--- src/hw/fmsr_pkg.sv ---
// fmsr_pkg: command codes, field positions, reset values and carrier types
// for the fault-mask and status command bank.
// assumes: a pmbus protocol engine upstream decodes frames into single-byte commands.
package fmsr_pkg;

    // command codes of the bank
    localparam logic [7:0] CMD_FAULT_MASK  = 8'hfa;
    localparam logic [7:0] CMD_GEN_STATUS  = 8'hfb;
    localparam logic [7:0] CMD_PHASE_STAT  = 8'hfc;

    // reset values
    localparam logic [7:0] FAULT_MASK_RST  = 8'h00;
    localparam logic [7:0] RD_DATA_RST     = 8'h00;

    // fault_source_mask fields
    localparam int MB_OUTPUT_VOLTAGE = 7;
    localparam int MB_OUTPUT_CURRENT = 6;
    localparam int MB_COMM_MEM_LOGIC = 3;
    localparam int MB_MON_VOLTAGE    = 2;
    localparam int MB_OUTPUT_POWER   = 0;
    // bits that hold storage; bits 5, 4 and 1 are reserved and read zero
    localparam logic [7:0] MASK_WR_BITS = 8'hcd;

    // general_status fields
    localparam int GS_FAULT       = 7;
    localparam int GS_ALERT       = 6;
    localparam int GS_POWER_GOOD  = 5;
    localparam int GS_READY       = 4;

    // phase_activity_status fields
    localparam int PS_PHASE4      = 5;
    localparam int PS_PHASE3      = 4;
    localparam int PS_PHASE2      = 3;
    localparam int PS_POWER_SAVE  = 2;

    // status word bit that carries power-good now
    localparam int SW_POWER_GOOD  = 3;

    // number of fault sources routed through the mask
    localparam int NUM_SRC        = 5;

    // one command from the protocol engine
    typedef struct packed {
        logic       valid;
        logic       write;
        logic [7:0] code;
        logic [7:0] data;
    } fmsr_cmd_t;

    // any-bit-set summaries of each status register feeding the mask
    typedef struct packed {
        logic output_voltage;
        logic output_current;
        logic comm_memory_logic_status;
        logic monitored_voltage_input;
        logic output_power;
    } fmsr_src_t;

    // whole state of the bank
    typedef struct packed {
        logic [7:0] mask;
        logic [7:0] rd_data;
        logic       rd_valid;
        logic       cmd_unknown;
        logic       fault;
        logic       mon_alert;
        logic [7:0] status_word_lo;
    } fmsr_state_t;

endpackage

--- src/hw/fmsr_src_gate.sv ---
// fmsr_src_gate: blocks each raw fault source whose mask bit is set.
// assumes: raw and mask vectors are aligned bit for bit by the caller.
`timescale 1ns/1ns
module fmsr_src_gate #(
    parameter int W = 1
) (
    input  wire logic [W-1:0] raw,
    input  wire logic [W-1:0] block,
    output logic      [W-1:0] pass
);
    // refuse an empty gate
    if (W < 1) begin : g_bad_width
        $error("fmsr_src_gate: W must be at least 1");
    end

    // a set block bit hides its source entirely
    assign pass = raw & ~block;
endmodule // fmsr_src_gate

--- src/hw/fmsr_bank.sv ---
// fmsr_bank: fault-mask byte plus read-only general and phase status bytes,
// reached by pmbus command code; gates four fault sources onto one fault line and the voltage monitor onto mon_alert_r.
// assumes: a protocol engine delivers one-cycle command strobes synchronous to core_clk.
//
// Functional notes
// RL1 - mask bit 7 blocks output-voltage faults
// RL2 - mask at 0xfa, read/write, resets zero
// RL3 - mask bit 6 blocks output-current faults
// RL4 - mask bit 3 blocks comm/memory/logic faults
// RL5 - mask bit 2 blocks monitored-voltage limit alert
// RL6 - mask bit 0 blocks output-power faults
// RL7 - power-good moved to status word bit 3
// RL8 - phase bits 5..3 show phases 4..2 enabled
// RL9 - phase bit 2 shows power-save asserted
// RL10 - status writes ignored; reserved mask bits zero
`timescale 1ns/1ns
module fmsr_bank (
    input  wire logic              core_clk,
    input  wire logic              rst_b,
    input  wire fmsr_pkg::fmsr_cmd_t cmd,
    input  wire fmsr_pkg::fmsr_src_t src,
    input  wire logic              alert_in,
    input  wire logic              ready_in,
    input  wire logic              power_good,
    input  wire logic [2:0]        phase_en,
    input  wire logic              power_save_indicator,
    output logic [7:0]             rd_data_r,
    output logic                   rd_valid_r,
    output logic                   cmd_unknown_r,
    output logic [7:0]             mask_r,
    output logic                   fault_r,
    output logic                   mon_alert_r,
    output logic [7:0]             status_word_lo_r
);
    fmsr_pkg::fmsr_state_t st_r;
    fmsr_pkg::fmsr_state_t st_nxt;
    logic [fmsr_pkg::NUM_SRC-1:0] src_raw;
    logic [fmsr_pkg::NUM_SRC-1:0] src_block;
    logic [fmsr_pkg::NUM_SRC-1:0] src_pass;
    logic [7:0]                   gen_status;
    logic [7:0]                   phase_status;

    // sources in struct order: voltage, current, comm/logic, monitor, power
    assign src_raw = {src.output_voltage, src.output_current, src.comm_memory_logic_status,
                      src.monitored_voltage_input, src.output_power};
    assign src_block = {st_r.mask[fmsr_pkg::MB_OUTPUT_VOLTAGE],   // [RL1]
                        st_r.mask[fmsr_pkg::MB_OUTPUT_CURRENT],   // [RL3]
                        st_r.mask[fmsr_pkg::MB_COMM_MEM_LOGIC],   // [RL4]
                        st_r.mask[fmsr_pkg::MB_MON_VOLTAGE],      // [RL5]
                        st_r.mask[fmsr_pkg::MB_OUTPUT_POWER]};    // [RL6]

    fmsr_src_gate #(
        .W (fmsr_pkg::NUM_SRC)
    ) u_gate (
        .raw   (src_raw),
        .block (src_block),
        .pass  (src_pass)
    );

    // general status byte; power-good bit held at zero, it lives in the status word now
    always_comb begin
        gen_status = 8'h00;
        gen_status[fmsr_pkg::GS_FAULT]      = st_r.fault;
        gen_status[fmsr_pkg::GS_ALERT]      = alert_in;
        gen_status[fmsr_pkg::GS_POWER_GOOD] = 1'b0;      // [RL7]
        gen_status[fmsr_pkg::GS_READY]      = ready_in;
    end

    // phase status byte straight from live inputs, so it has no storage to corrupt
    always_comb begin
        phase_status = 8'h00;
        phase_status[fmsr_pkg::PS_PHASE4]     = phase_en[2];          // [RL8]
        phase_status[fmsr_pkg::PS_PHASE3]     = phase_en[1];          // [RL8]
        phase_status[fmsr_pkg::PS_PHASE2]     = phase_en[0];          // [RL8]
        phase_status[fmsr_pkg::PS_POWER_SAVE] = power_save_indicator; // [RL9]
    end

    // next state: command decode, fault gating, status word
    always_comb begin
        st_nxt             = st_r;
        st_nxt.rd_valid    = 1'b0;
        st_nxt.cmd_unknown = 1'b0;
        // the voltage monitor raises an alert, not a fault, so it stays off the fault line
        st_nxt.fault       = src_pass[4] | src_pass[3] | src_pass[2] | src_pass[0]; // [RL1] [RL3] [RL4] [RL6]
        st_nxt.mon_alert   = src_pass[1];                                          // [RL5]
        st_nxt.status_word_lo = 8'h00;
        st_nxt.status_word_lo[fmsr_pkg::SW_POWER_GOOD] = power_good;              // [RL7]
        if (cmd.valid) begin
            unique case (cmd.code)
                fmsr_pkg::CMD_FAULT_MASK: begin
                    if (cmd.write) begin
                        st_nxt.mask = cmd.data & fmsr_pkg::MASK_WR_BITS; // [RL2] [RL10]
                    end else begin
                        st_nxt.rd_data  = st_r.mask;                     // [RL2]
                        st_nxt.rd_valid = 1'b1;
                    end
                end
                fmsr_pkg::CMD_GEN_STATUS: begin
                    // a write is dropped silently: nothing here is storage
                    if (!cmd.write) begin                                // [RL10]
                        st_nxt.rd_data  = gen_status;
                        st_nxt.rd_valid = 1'b1;
                    end
                end
                fmsr_pkg::CMD_PHASE_STAT: begin
                    if (!cmd.write) begin                                // [RL10]
                        st_nxt.rd_data  = phase_status;
                        st_nxt.rd_valid = 1'b1;
                    end
                end
                default: begin
                    // not ours: flag it so the engine can nack the frame
                    st_nxt.cmd_unknown = 1'b1;
                    if (!cmd.write) begin
                        st_nxt.rd_data  = fmsr_pkg::RD_DATA_RST;
                        st_nxt.rd_valid = 1'b1;
                    end
                end
            endcase
        end
    end

    // state register; mask comes up clear so nothing is hidden after reset
    always_ff @(posedge core_clk or negedge rst_b) begin
        if (!rst_b) begin
            st_r                <= '0;
            st_r.mask           <= fmsr_pkg::FAULT_MASK_RST; // [RL2]
            st_r.rd_data        <= fmsr_pkg::RD_DATA_RST;
        end else begin
            st_r <= st_nxt;
        end
    end

    assign rd_data_r        = st_r.rd_data;
    assign rd_valid_r       = st_r.rd_valid;
    assign cmd_unknown_r    = st_r.cmd_unknown;
    assign mask_r           = st_r.mask;
    assign fault_r          = st_r.fault;
    assign mon_alert_r      = st_r.mon_alert;
    assign status_word_lo_r = st_r.status_word_lo;
endmodule // fmsr_bank

--- config.mk ---
export PLATFORM = sky130hd
export DESIGN_NAME = fmsr_bank
export DESIGN_NICKNAME = d
export VERILOG_FILES = /design/src/hw/fmsr_pkg.sv /design/src/hw/fmsr_src_gate.sv /design/src/hw/fmsr_bank.sv
export SDC_FILE = /design/constraint.sdc
export NUM_CORES = 1
export LEC_CHECK = 0
export BUFFER_PORTS_ARGS = -buffer_cell sky130_fd_sc_hd__buf_4
export CAP_MARGIN = 20
export CELL_PAD_IN_SITES_DETAIL_PLACEMENT = 1
export CELL_PAD_IN_SITES_GLOBAL_PLACEMENT = 1
export CORE_MARGIN = 3
export CORE_UTILIZATION = 32
export CTS_CLUSTER_DIAMETER = 40
export DETAILED_ROUTE_END_ITERATION = 10
export GPL_ROUTABILITY_DRIVEN = 0
export PLACE_DENSITY = 0.83
export SYNTH_ARGS = -nofsm -noshare
export SYNTH_HDL_FRONTEND = slang
export SYNTH_HIERARCHICAL = 1
export SYNTH_SLANG_ARGS = --single-unit
--- constraint.sdc ---
create_clock -name core_clk -period 2.84 [get_ports core_clk]
set_input_delay 0.142 -clock core_clk [delete_from_list [all_inputs] [get_ports core_clk]]
set_output_delay 0.142 -clock core_clk [all_outputs]
set_load 0.02 [all_outputs]
* Word-level counts from Yosys, hierarchy flattened
Index checks and enable logic that the tools add are counted.
Widths: inputs -> output; s select.
** Word-level totals
- Logic and storage cells :: 26
- Register bits after elaboration :: 18
- Memory bits (read-only) :: 0
- Output and inout port bits :: 28
- Bits in latches :: 0
- RAM bits :: 0
- Input bits :: 32
- Memories kept :: 0
** Operators by class
- Shift operators :: 0
- $mul :: 0
- Bitwise gates (word level) :: 6
- Reductions and logical operators :: 3
- Add/subtract/negate cells :: 0
- Magnitude comparators :: 0
- Div/mod/pow operators :: 0
- Mux-type cells :: 7
- Eq/ne operators :: 3
** Operators with widths (number)
- $mux 9 :: 4
- $pmux 9 s3 :: 1
- $eq 8x8->1 const B :: 3
- $and 5x5->5 :: 1
- $not 5->5 :: 1
- $or 1x1->1 :: 3
- $reduce_and 3->1 :: 1
- $reduce_or 3->1 :: 1
- $mux 2 :: 1
- $reduce_and 2->1 :: 1
- $mux 1 :: 1
- $not 1->1 :: 1

* Longest topological paths before layout
Gate-level depths: netlist of the first run.
- Depth in word-level cells :: 5
- Depth in mapped cells :: 4
- Gate-level depth less buffers :: 4

* Modules after synthesis
Netlist of the first run, hierarchy kept.
** By module, submodules not included
- fmsr_bank :: instances 1, area an instance 847.1 sq um, sequential area each 425.4 sq um, cells an instance 72
- fmsr_src_gate :: instances 1, area an instance 68.8 sq um, sequential area each 0.0 sq um, cells an instance 5

* Worst setup path after synthesis of the first run
Ideal clock, no wire load.
- Kind :: register -> register
- Start :: reg st_r (netlist bit mask_r[6])
- End :: reg st_r (netlist bit fault_r)
- Arrival :: 1.046 ns
- Stages on the path, launching flop included :: 3
- Buffers on the path :: 0
- Required time :: 2.702 ns
- Period minus slack after synthesis :: 1.184 ns
- Slack :: 1.656 ns
- Library setup time :: 0.138 ns
- Cell sequence :: dfrtp_1 nor2b_4 or4_1
** RTL lines
- from (decl) :: RTL line fmsr_bank.sv:35 : fmsr_pkg::fmsr_state_t st_r;
- from (signal assigned) :: RTL line fmsr_bank.sv:130 : st_r <= st_nxt;

==> insert_results.sql, run 1 <==
INSERT INTO impl_metrics (metric_group, metric, value, unit) VALUES
('setup_path', 'timing_worst_setup_path_type', 'reg2reg', ''),
('grt', 'grt.overflow.total', '0', ''),
('pwr', 'power_density', '371.0', 'nW/µm²'),
('yosys', 'synthDominantCellAreaShare', '46.45', '%'),
('place', 'dp_hpwl', '1882', 'µm'),
('yosys', 'synthesis.yosys.warnings', '6', ''),
('timing', 'count_of_endpoints_failing_setup_in_the_final_report', '0', ''),
('setup_path', 'crit_family', 'simple AND/OR/NAND/NOR gates', ''),
('setup_path', 'critical_path_buffer_and_inverter_count', '0', ''),
('clock_tree', 'count_of_cells_resized_by_post_cts_repair', '0', ''),
('floorplanning', 'die_h', '59.50', 'µm'),
('yosys', 'async_flop_share', '100.0', '%'),
('clock_tree', 'h_tree_depth_reported_by_cts', '1', ''),
('setup_path', 'timing.critical_path.from_type', 'flop', ''),
('yosys', 'top_post_synthesis_cells_by_area', 'dfrtp_1 46%, buf_4 9.0%, mux2_4 8.2%', ''),
('floorplanning', 'fp.dieW', '59.50', 'µm'),
('setup_path', 'reg2reg_from', 'mask_r[6]$_DFFE_PN0P_', ''),
('yosys', 'most_used_flip_flop_cell_after_synthesis', 'dfrtp_1', ''),
('pwr', 'ir_drop', '0.1898', 'mV'),
('yosys', 'synth-seq-area-share', '46.45', '%'),
('clock_tree', 'cell_at_the_root_of_the_clock_tree', 'clkbuf_4', ''),
('hold_path', 'worst_hold_path_type', 'in2reg', ''),
('floorplanning', 'dieArea', '3540', 'µm²'),
('pwr', 'cellLeakagePower', '0.6571', 'nW'),
('route', 'detail_route.drc_violations', '0', ''),
('timing', 'rsz0062_at_grt', 'false', ''),
('timing', 'timing.clock.skew', '3.036', 'ps'),
('setup_path', 'worst-path-max-fanout', '4', ''),
('yosys', 'syn-mean-instance-area', '11.89', 'µm²'),
('route', 'initialDrtViolationCount', '11', ''),
('floorplanning', 'initial_utilization', '35.36', '%'),
('yosys', 'netlist_area', '915.9', 'µm²'),
('clock_tree', 'tritoncts_clock_tree', 'yes', ''),
('finish', 'post_route_cells_drive_above_1_share', '50.00', '%'),
('floorplanning', 'core', '2590', 'µm²'),
('clock_tree', 'cts-root-to-sink-buffers', '2', ''),
('setup_path', 'cell_chain_of_the_critical_path', 'nor2b_4 > or4_1', ''),
('yosys', 'synthDistinctLibCells', '27', ''),
('timing', 'final.min_clock_period', '1124', 'ps'),
('job', 'cap_violations', '0', ''),
('timing', 'hold_ws', '73.72', 'ps'),
('hold_path', 'timing.hold.worst.start', 'src[1]', ''),
('route', 'per_cell_via_count_in_the_routed_design', '4.747', ''),
('clock_tree', 'clock_sink_count', '17', ''),
('yosys', 'post-synth-top-area-cell', 'dfrtp_1', ''),
('finish', 'design.final.nets', '157', ''),
('grt', 'largest_net_degree_at_the_start_of_global_routing', '18', ''),
('route', 'num_vias', '731', ''),
('timing', 'max_slew_violation_count', '0', ''),
('grt', 'grt_pass1_wl', '3760', 'µm'),
('grt', 'grt_pass1_vias', '794', ''),
('finish', 'layout-area-overhead-vs-synth', '39.07', '%'),
('finish', 'diodes', '0', ''),
('route', 'detailedRoute.firstPassIterationCount', '4', ''),
('grt', 'globalRouteTotalUtil', '14.02', '%'),
('finish', 'num-fill-cells', '296', ''),
('yosys', 'number_of_enable_flip_flop_cells_after_synthesis', '0', ''),
('clock_tree', 'cts_post_setup_buffers_inserted', '0', ''),
('yosys', 'synth-seq-cells', '17', ''),
('route', 'postRouteWirelength', '2325', 'µm'),
('clock_tree', 'clk-insertion-delay-late', '280', 'ps'),
('timing', 'final_min_period_over_clock_period', '39.58', '%'),
('setup_path', 'cp_slowest_stage_delay', '510', 'ps'),
('status', 'outcome', 'complete, no violations', ''),
('setup_path', 'data_required_time_of_the_critical_path', '3010', 'ps'),
('timing', 'final-hold-violation-count', '0', ''),
('yosys', 'syn_inst', '77', ''),
('pwr', 'report.power.total', '0.4725', 'mW'),
('setup_path', 'arrival', '1290', 'ps'),
('place', 'place.port_buffers', '45', ''),
('timing', 'maxClockFrequency', '889.7', 'MHz'),
('setup_path', 'crit_path_top_delay_cell', 'or4_1', ''),
('finish', 'post-route-util', '49.18', '%'),
('floorplanning', 'pin_count', '60', ''),
('route', 'route.antenna.remaining_nets', '0', ''),
('clock_tree', 'numCtsBuffers', '3', ''),
('route', 'avgRoutedWirePerCell', '15.10', 'µm'),
('setup_path', 'critPathCaptureType', 'flop', ''),
('timing', 'finalSetupTns', '0', 'ps'),
('floorplanning', 'fp-row-count', '18', ''),
('grt', 'grt_antenna_before_repair', '0', ''),
('clock_tree', 'clkTransAtPathRegs', '100', 'ps'),
('setup_path', 'startpoint', 'mask_r[6]$_DFFE_PN0P_', '');
-- layout make-up --
class                           count  area, µm²  area share, %
Timing Repair Buffer               47      357.8          28.09
Tap cell                           30      37.54          2.947
Inverter                            1      3.754         0.2947
Sequential cell                    17      425.4          33.40
Multi-Input combinational cell     55      421.7          33.10
Clock buffer                        3      22.52          1.768
Clock inverter                      1      5.005         0.3929
-- worst paths after layout --
| kind | endpoint | slack (ps) | depth (start not counted) |
|---|---|---|---|
| max in group asynchronous | mask_r[0]$_DFFE_PN0P_ | 2400 | 2 |
| hold / removal | mon_alert_r$_DFF_PN0_ | 70 | 2 |
| setup / recovery | fault_r$_DFF_PN0_ | 1720 | 2 |
| min in group asynchronous | rd_data_r[7]$_DFFE_PN0P_ | 250 | 2 |
| hold reg to reg | rd_data_r[6]$_DFFE_PN0P_ | 500 | 2 |
| setup reg to reg | fault_r$_DFF_PN0_ | 1720 | 2 |
-- power by group --
group	switching (mW)	internal (mW)	total (mW)	leakage [nW]
Clock	0.0738	0.0523	0.126	0.0177
Combinational	0.0469	0.0478	0.0947	0.415
Sequential	0.00445	0.247	0.252	0.224
-- cells in the mapped netlist (all sizes together) (2+ instances only) --
library cell and n:
mux2i 2, buf 13, nor2b 6, a22oi 2, mux2 5, nand2 7, and4b 2, o31ai 3
dfrtp 17, nand3 4, o21ai 3
-- registers in the layout, indices dropped and copies added (netlist names) --
| register | count |
|---|---|
| cmd_unknown_r | 1 |
| fault_r | 1 |
| mask_r | 5 |
| mon_alert_r | 1 |
| rd_data_r | 7 |
| rd_valid_r | 1 |
| status_word_lo_r | 1 |
-- kinds of logic after synthesis --
group | Yosys count | synth area share, %
mux | 7 | 10.38
buf+inv | 15 | 11.61
other cells | 1 | 0.4094
simple gates | 26 | 21.86
compound gates | 11 | 9.289
flops | 17 | 46.45
-- worst register-to-register path, stage by stage, from the launching register on --
cell and delay [ps]:
dfrtp_1 450, nor2b_4 50, or4_1 510
-- through the flow --
step / cell area [µm²] / cells / worst slack [ps]
floorplan: 953.4 / 87 / 1656
global placement: 1226 / 148 / 1460
detailed placement: 1226 / 148 / 1427
CTS: 1274 / 154 / 1704
global route: 1274 / 154 / 1656
finish: 1274 / 154 / 1716
-- per-layer routing --
layer / track usage (%) / vias to the layer above / part of all wire, %
met3: 3.050 / 2 / 10
met1: 16.35 / 350 / 38
li1: - / 340 / -
met4: 3.797 / 0 / 0.30
met2: 25.59 / 39 / 51
met5: 0 / - / 0
-- cells in the final DEF (no fill, tap or decap), types with 2 or more instances in the layout --
cell | Yosys | layout
nand2_1 | 7 | 7
o21ai_1 | 3 | 3
mux2_4 | 5 | 5
a22oi_1 | 2 | 2
nand3_1 | 4 | 4
nor2b_4 | 5 | 5
buf_4 | 11 | 45
dfrtp_1 | 17 | 17
and4b_1 | 2 | 2
mux2i_1 | 2 | 2
clkbuf_4 | 0 | 3
o31ai_1 | 3 | 3
dlygate4sd3_1 | 0 | 2
conb_1 | 1 | 11
-- timing repair --
action,4_1_cts,5_1_grt
hold buffers,2,0
hold endpoints to repair,18,0
endpoints found under the setup margin,0,0
Power figures use the tool's default switching activity.
==> run 2: changes to the inputs <==
--- a/config.mk
+++ b/config.mk
@@ -10,11 +10,11 @@
 export CELL_PAD_IN_SITES_DETAIL_PLACEMENT = 1
 export CELL_PAD_IN_SITES_GLOBAL_PLACEMENT = 1
 export CORE_MARGIN = 3
-export CORE_UTILIZATION = 32
+export CORE_UTILIZATION = 30
 export CTS_CLUSTER_DIAMETER = 40
 export DETAILED_ROUTE_END_ITERATION = 10
 export GPL_ROUTABILITY_DRIVEN = 0
-export PLACE_DENSITY = 0.83
+export PLACE_DENSITY = 0.79
 export SYNTH_ARGS = -nofsm -noshare
 export SYNTH_HDL_FRONTEND = slang
 export SYNTH_HIERARCHICAL = 1
==> constraint.sdc (replaced) <==
create_clock -name core_clk -period 1.15 [get_ports core_clk]
set_input_delay 0.0575 -clock core_clk [delete_from_list [all_inputs] [get_ports core_clk]]
set_output_delay 0.0575 -clock core_clk [all_outputs]
set_load 0.02 [all_outputs]
==> insert_results.sql, run 2 (same netlist as run 1, synthesis figures left out) <==
INSERT INTO impl_metrics (metric_group, metric, value, unit) VALUES
('finish', 'num-fill-cells', '323', ''),
('place', 'place.port_buffers', '45', ''),
('finish', 'largest_reg_flops', '7', ''),
('route', 'detail_route.drc_violations', '0', ''),
('grt', 'largest_net_degree_at_the_start_of_global_routing', '18', ''),
('setup_path', 'setup.reg_to_reg.worst_slack', '80', 'ps'),
('floorplanning', 'core', '2829', 'µm²'),
('hold_path', 'timing.hold.worst.start', 'phase_en[2]', ''),
('floorplanning', 'fp-row-count', '19', ''),
('pwr', 'cellLeakagePower', '0.7222', 'nW'),
('finish', 'layout-area-overhead-vs-synth', '53.55', '%'),
('setup_path', 'reg2reg_from', 'mask_r[6]$_DFFE_PN0P_', ''),
('floorplanning', 'pin_count', '60', ''),
('setup_path', 'crit_path_top_delay_cell', 'dfrtp_2', ''),
('route', 'detailedRoute.firstPassIterationCount', '4', ''),
('finish', 'diodes', '0', ''),
('setup_path', 'cell_chain_of_the_critical_path', 'buf_4 > buf_4', ''),
('finish', 'multiInputGateArea', '421.7', 'µm²'),
('timing', 'max_slew_violation_count', '0', ''),
('route', 'postRouteWirelength', '2351', 'µm'),
('setup_path', 'timing.rr.end', 'fault_r$_DFF_PN0_', ''),
('floorplanning', 'initial_utilization', '32.38', '%'),
('hold_path', 'min_to', 'rd_data_r[5]$_DFFE_PN0P_', ''),
('clock_tree', 'clkTransAtPathRegs', '90', 'ps'),
('floorplanning', 'die_h', '61.26', 'µm'),
('finish', 'design.final.nets', '172', ''),
('clock_tree', 'cts-root-to-sink-buffers', '2', ''),
('clock_tree', 'cell_at_the_root_of_the_clock_tree', 'clkbuf_4', ''),
('route', 'per_cell_via_count_in_the_routed_design', '4.600', ''),
('finish', 'post_route_cells_drive_above_1_share', '51.08', '%'),
('status', 'outcome', 'complete, no violations', ''),
('finish', 'ff_latch_area', '427.9', 'µm²'),
('floorplanning', 'dieArea', '3752', 'µm²'),
('setup_path', 'timing_worst_setup_path_type', 'reg2out', ''),
('clock_tree', 'h_tree_depth_reported_by_cts', '1', ''),
('setup_path', 'critical_path_buffer_and_inverter_count', '2', ''),
('setup_path', 'data_required_time_of_the_critical_path', '1090', 'ps'),
('hold_path', 'timing.hold.worst_path_depth', '3', ''),
('grt', 'grt_antenna_before_repair', '0', ''),
('setup_path', 'timing.critical_path.from_type', 'flop', ''),
('setup_path', 'worst-path-max-fanout', '3', ''),
('clock_tree', 'numCtsBuffers', '3', ''),
('hold_path', 'worst_hold_path_type', 'in2reg', ''),
('grt', 'grt.overflow.total', '0', ''),
('place', 'dp_hpwl', '1906', 'µm'),
('clock_tree', 'tritoncts_clock_tree', 'yes', ''),
('timing', 'final_min_period_over_clock_period', '94.09', '%'),
('finish', 'finish.cell_count_without_fillers', '170', ''),
('route', 'initialDrtViolationCount', '28', ''),
('finish', 'final_cell_mix', '53 x buf_4, 15 x dfrtp_1, 11 x conb_1', ''),
('grt', 'grt_pass1_wl', '3463', 'µm'),
('route', 'avgRoutedWirePerCell', '13.83', 'µm'),
('pwr', 'ir_drop', '0.3181', 'mV'),
('finish', 'post-route-util', '49.71', '%'),
('route', 'route.antenna.remaining_nets', '0', ''),
('grt', 'grt_pass1_vias', '777', ''),
('timing', 'final.min_clock_period', '1082', 'ps'),
('setup_path', 'reg2regPathDepth', '2', ''),
('setup_path', 'crit_top_cell', 'buf_4', ''),
('clock_tree', 'clock_sink_count', '17', ''),
('timing', 'count_of_endpoints_failing_setup_in_the_final_report', '0', ''),
('grt', 'globalRouteTotalUtil', '12.69', '%'),
('clock_tree', 'count_of_cells_resized_by_post_cts_repair', '0', ''),
('pwr', 'report.power.total', '1.203', 'mW'),
('place', 'dpl.cell_count', '157', ''),
('setup_path', 'startpoint', 'mask_r[7]$_DFFE_PN0P_', ''),
('clock_tree', 'clk-insertion-delay-late', '290', 'ps'),
('setup_path', 'arrival', '1020', 'ps'),
('route', 'num_vias', '782', ''),
('timing', 'final-hold-violation-count', '0', ''),
('timing', 'timing.clock.skew', '0.7378', 'ps'),
('timing', 'rsz0062_at_grt', 'false', ''),
('floorplanning', 'fp.dieW', '61.26', 'µm'),
('job', 'cap_violations', '0', ''),
('timing', 'finalSetupTns', '0', 'ps'),
('setup_path', 'crit_family', 'flip-flops', ''),
('finish', 'mostFrequentLayoutCell', 'buf_4', ''),
('timing', 'maxClockFrequency', '924.2', 'MHz'),
('setup_path', 'critPathCaptureType', 'output pin', ''),
('setup_path', 'cp_slowest_stage_delay', '440', 'ps'),
('pwr', 'power_density', '855.5', 'nW/µm²');
==> run 2: changes by cell type in the layout (fill, tap and decap cells not counted), sizes merged <==
cell / delta
buf: +8
dlygate4sd3: +7
clkbuf: +1
clkinv: -1
==> run 2: report_power, final <==
group	leakage [nW]	switching, mW	internal, mW
combinational	0.486	0.124	0.144
clock	0.0150	0.181	0.135
sequential	0.221	0.00820	0.611
==> run 2: worst reg2reg max path, stage by stage (launching register included) <==
cell	delay, ps
dfrtp_2	400
nor2b_4	40
or4_1	510
==> run 2: how the worst max path moves through the flow <==
stage	to	cells past startpoint
3_3_place_gp	mask_r[7]$_DFFE_PN0P_	5
2_1_floorplan	fault_r$_DFF_PN0_	2
4_1_cts	mask_r[6]	2
3_5_place_dp	mask_r[6]$_DFFE_PN0P_	5
5_1_grt	mask_r[7]	2
6_report	mask_r[7]	2
==> run 2: cell type report <==
type                    count  share of cell area, %
multi-input cells          55                  29.98
inverters                   1                 0.2669
flip-flops and latches     17                  30.43
well taps                  31                  2.758
repair buffers             62                  34.70
clock buffers               4                  1.868
==> run 2: per-layer routing <==
layer	up-vias	global-route usage [%]	part of all wire, %
li1	374	-	-
met1	364	14.93	41
met2	41	22.51	50
met3	3	2.725	8.1
met4	0	4.644	1.1
met5	-	0	0
==> run 2: per-stage QoR <==
step           setup WS, ps  area (µm²)  hold WS, ps
6_report              67.97        1406        36.67
5_1_grt               23.88        1406        18.43
4_1_cts               54.70        1406        13.01
3_5_place_dp         -48.06        1290       -64.79
3_3_place_gp         -37.97        1290       -70.39
2_1_floorplan         15.10       955.9       -238.1
==> run 2: timing repair <==
item | CTS | global route
hold buffers | 9 | 0
hold endpoints to repair | 25 | 0
buffers inserted | 0 | 0
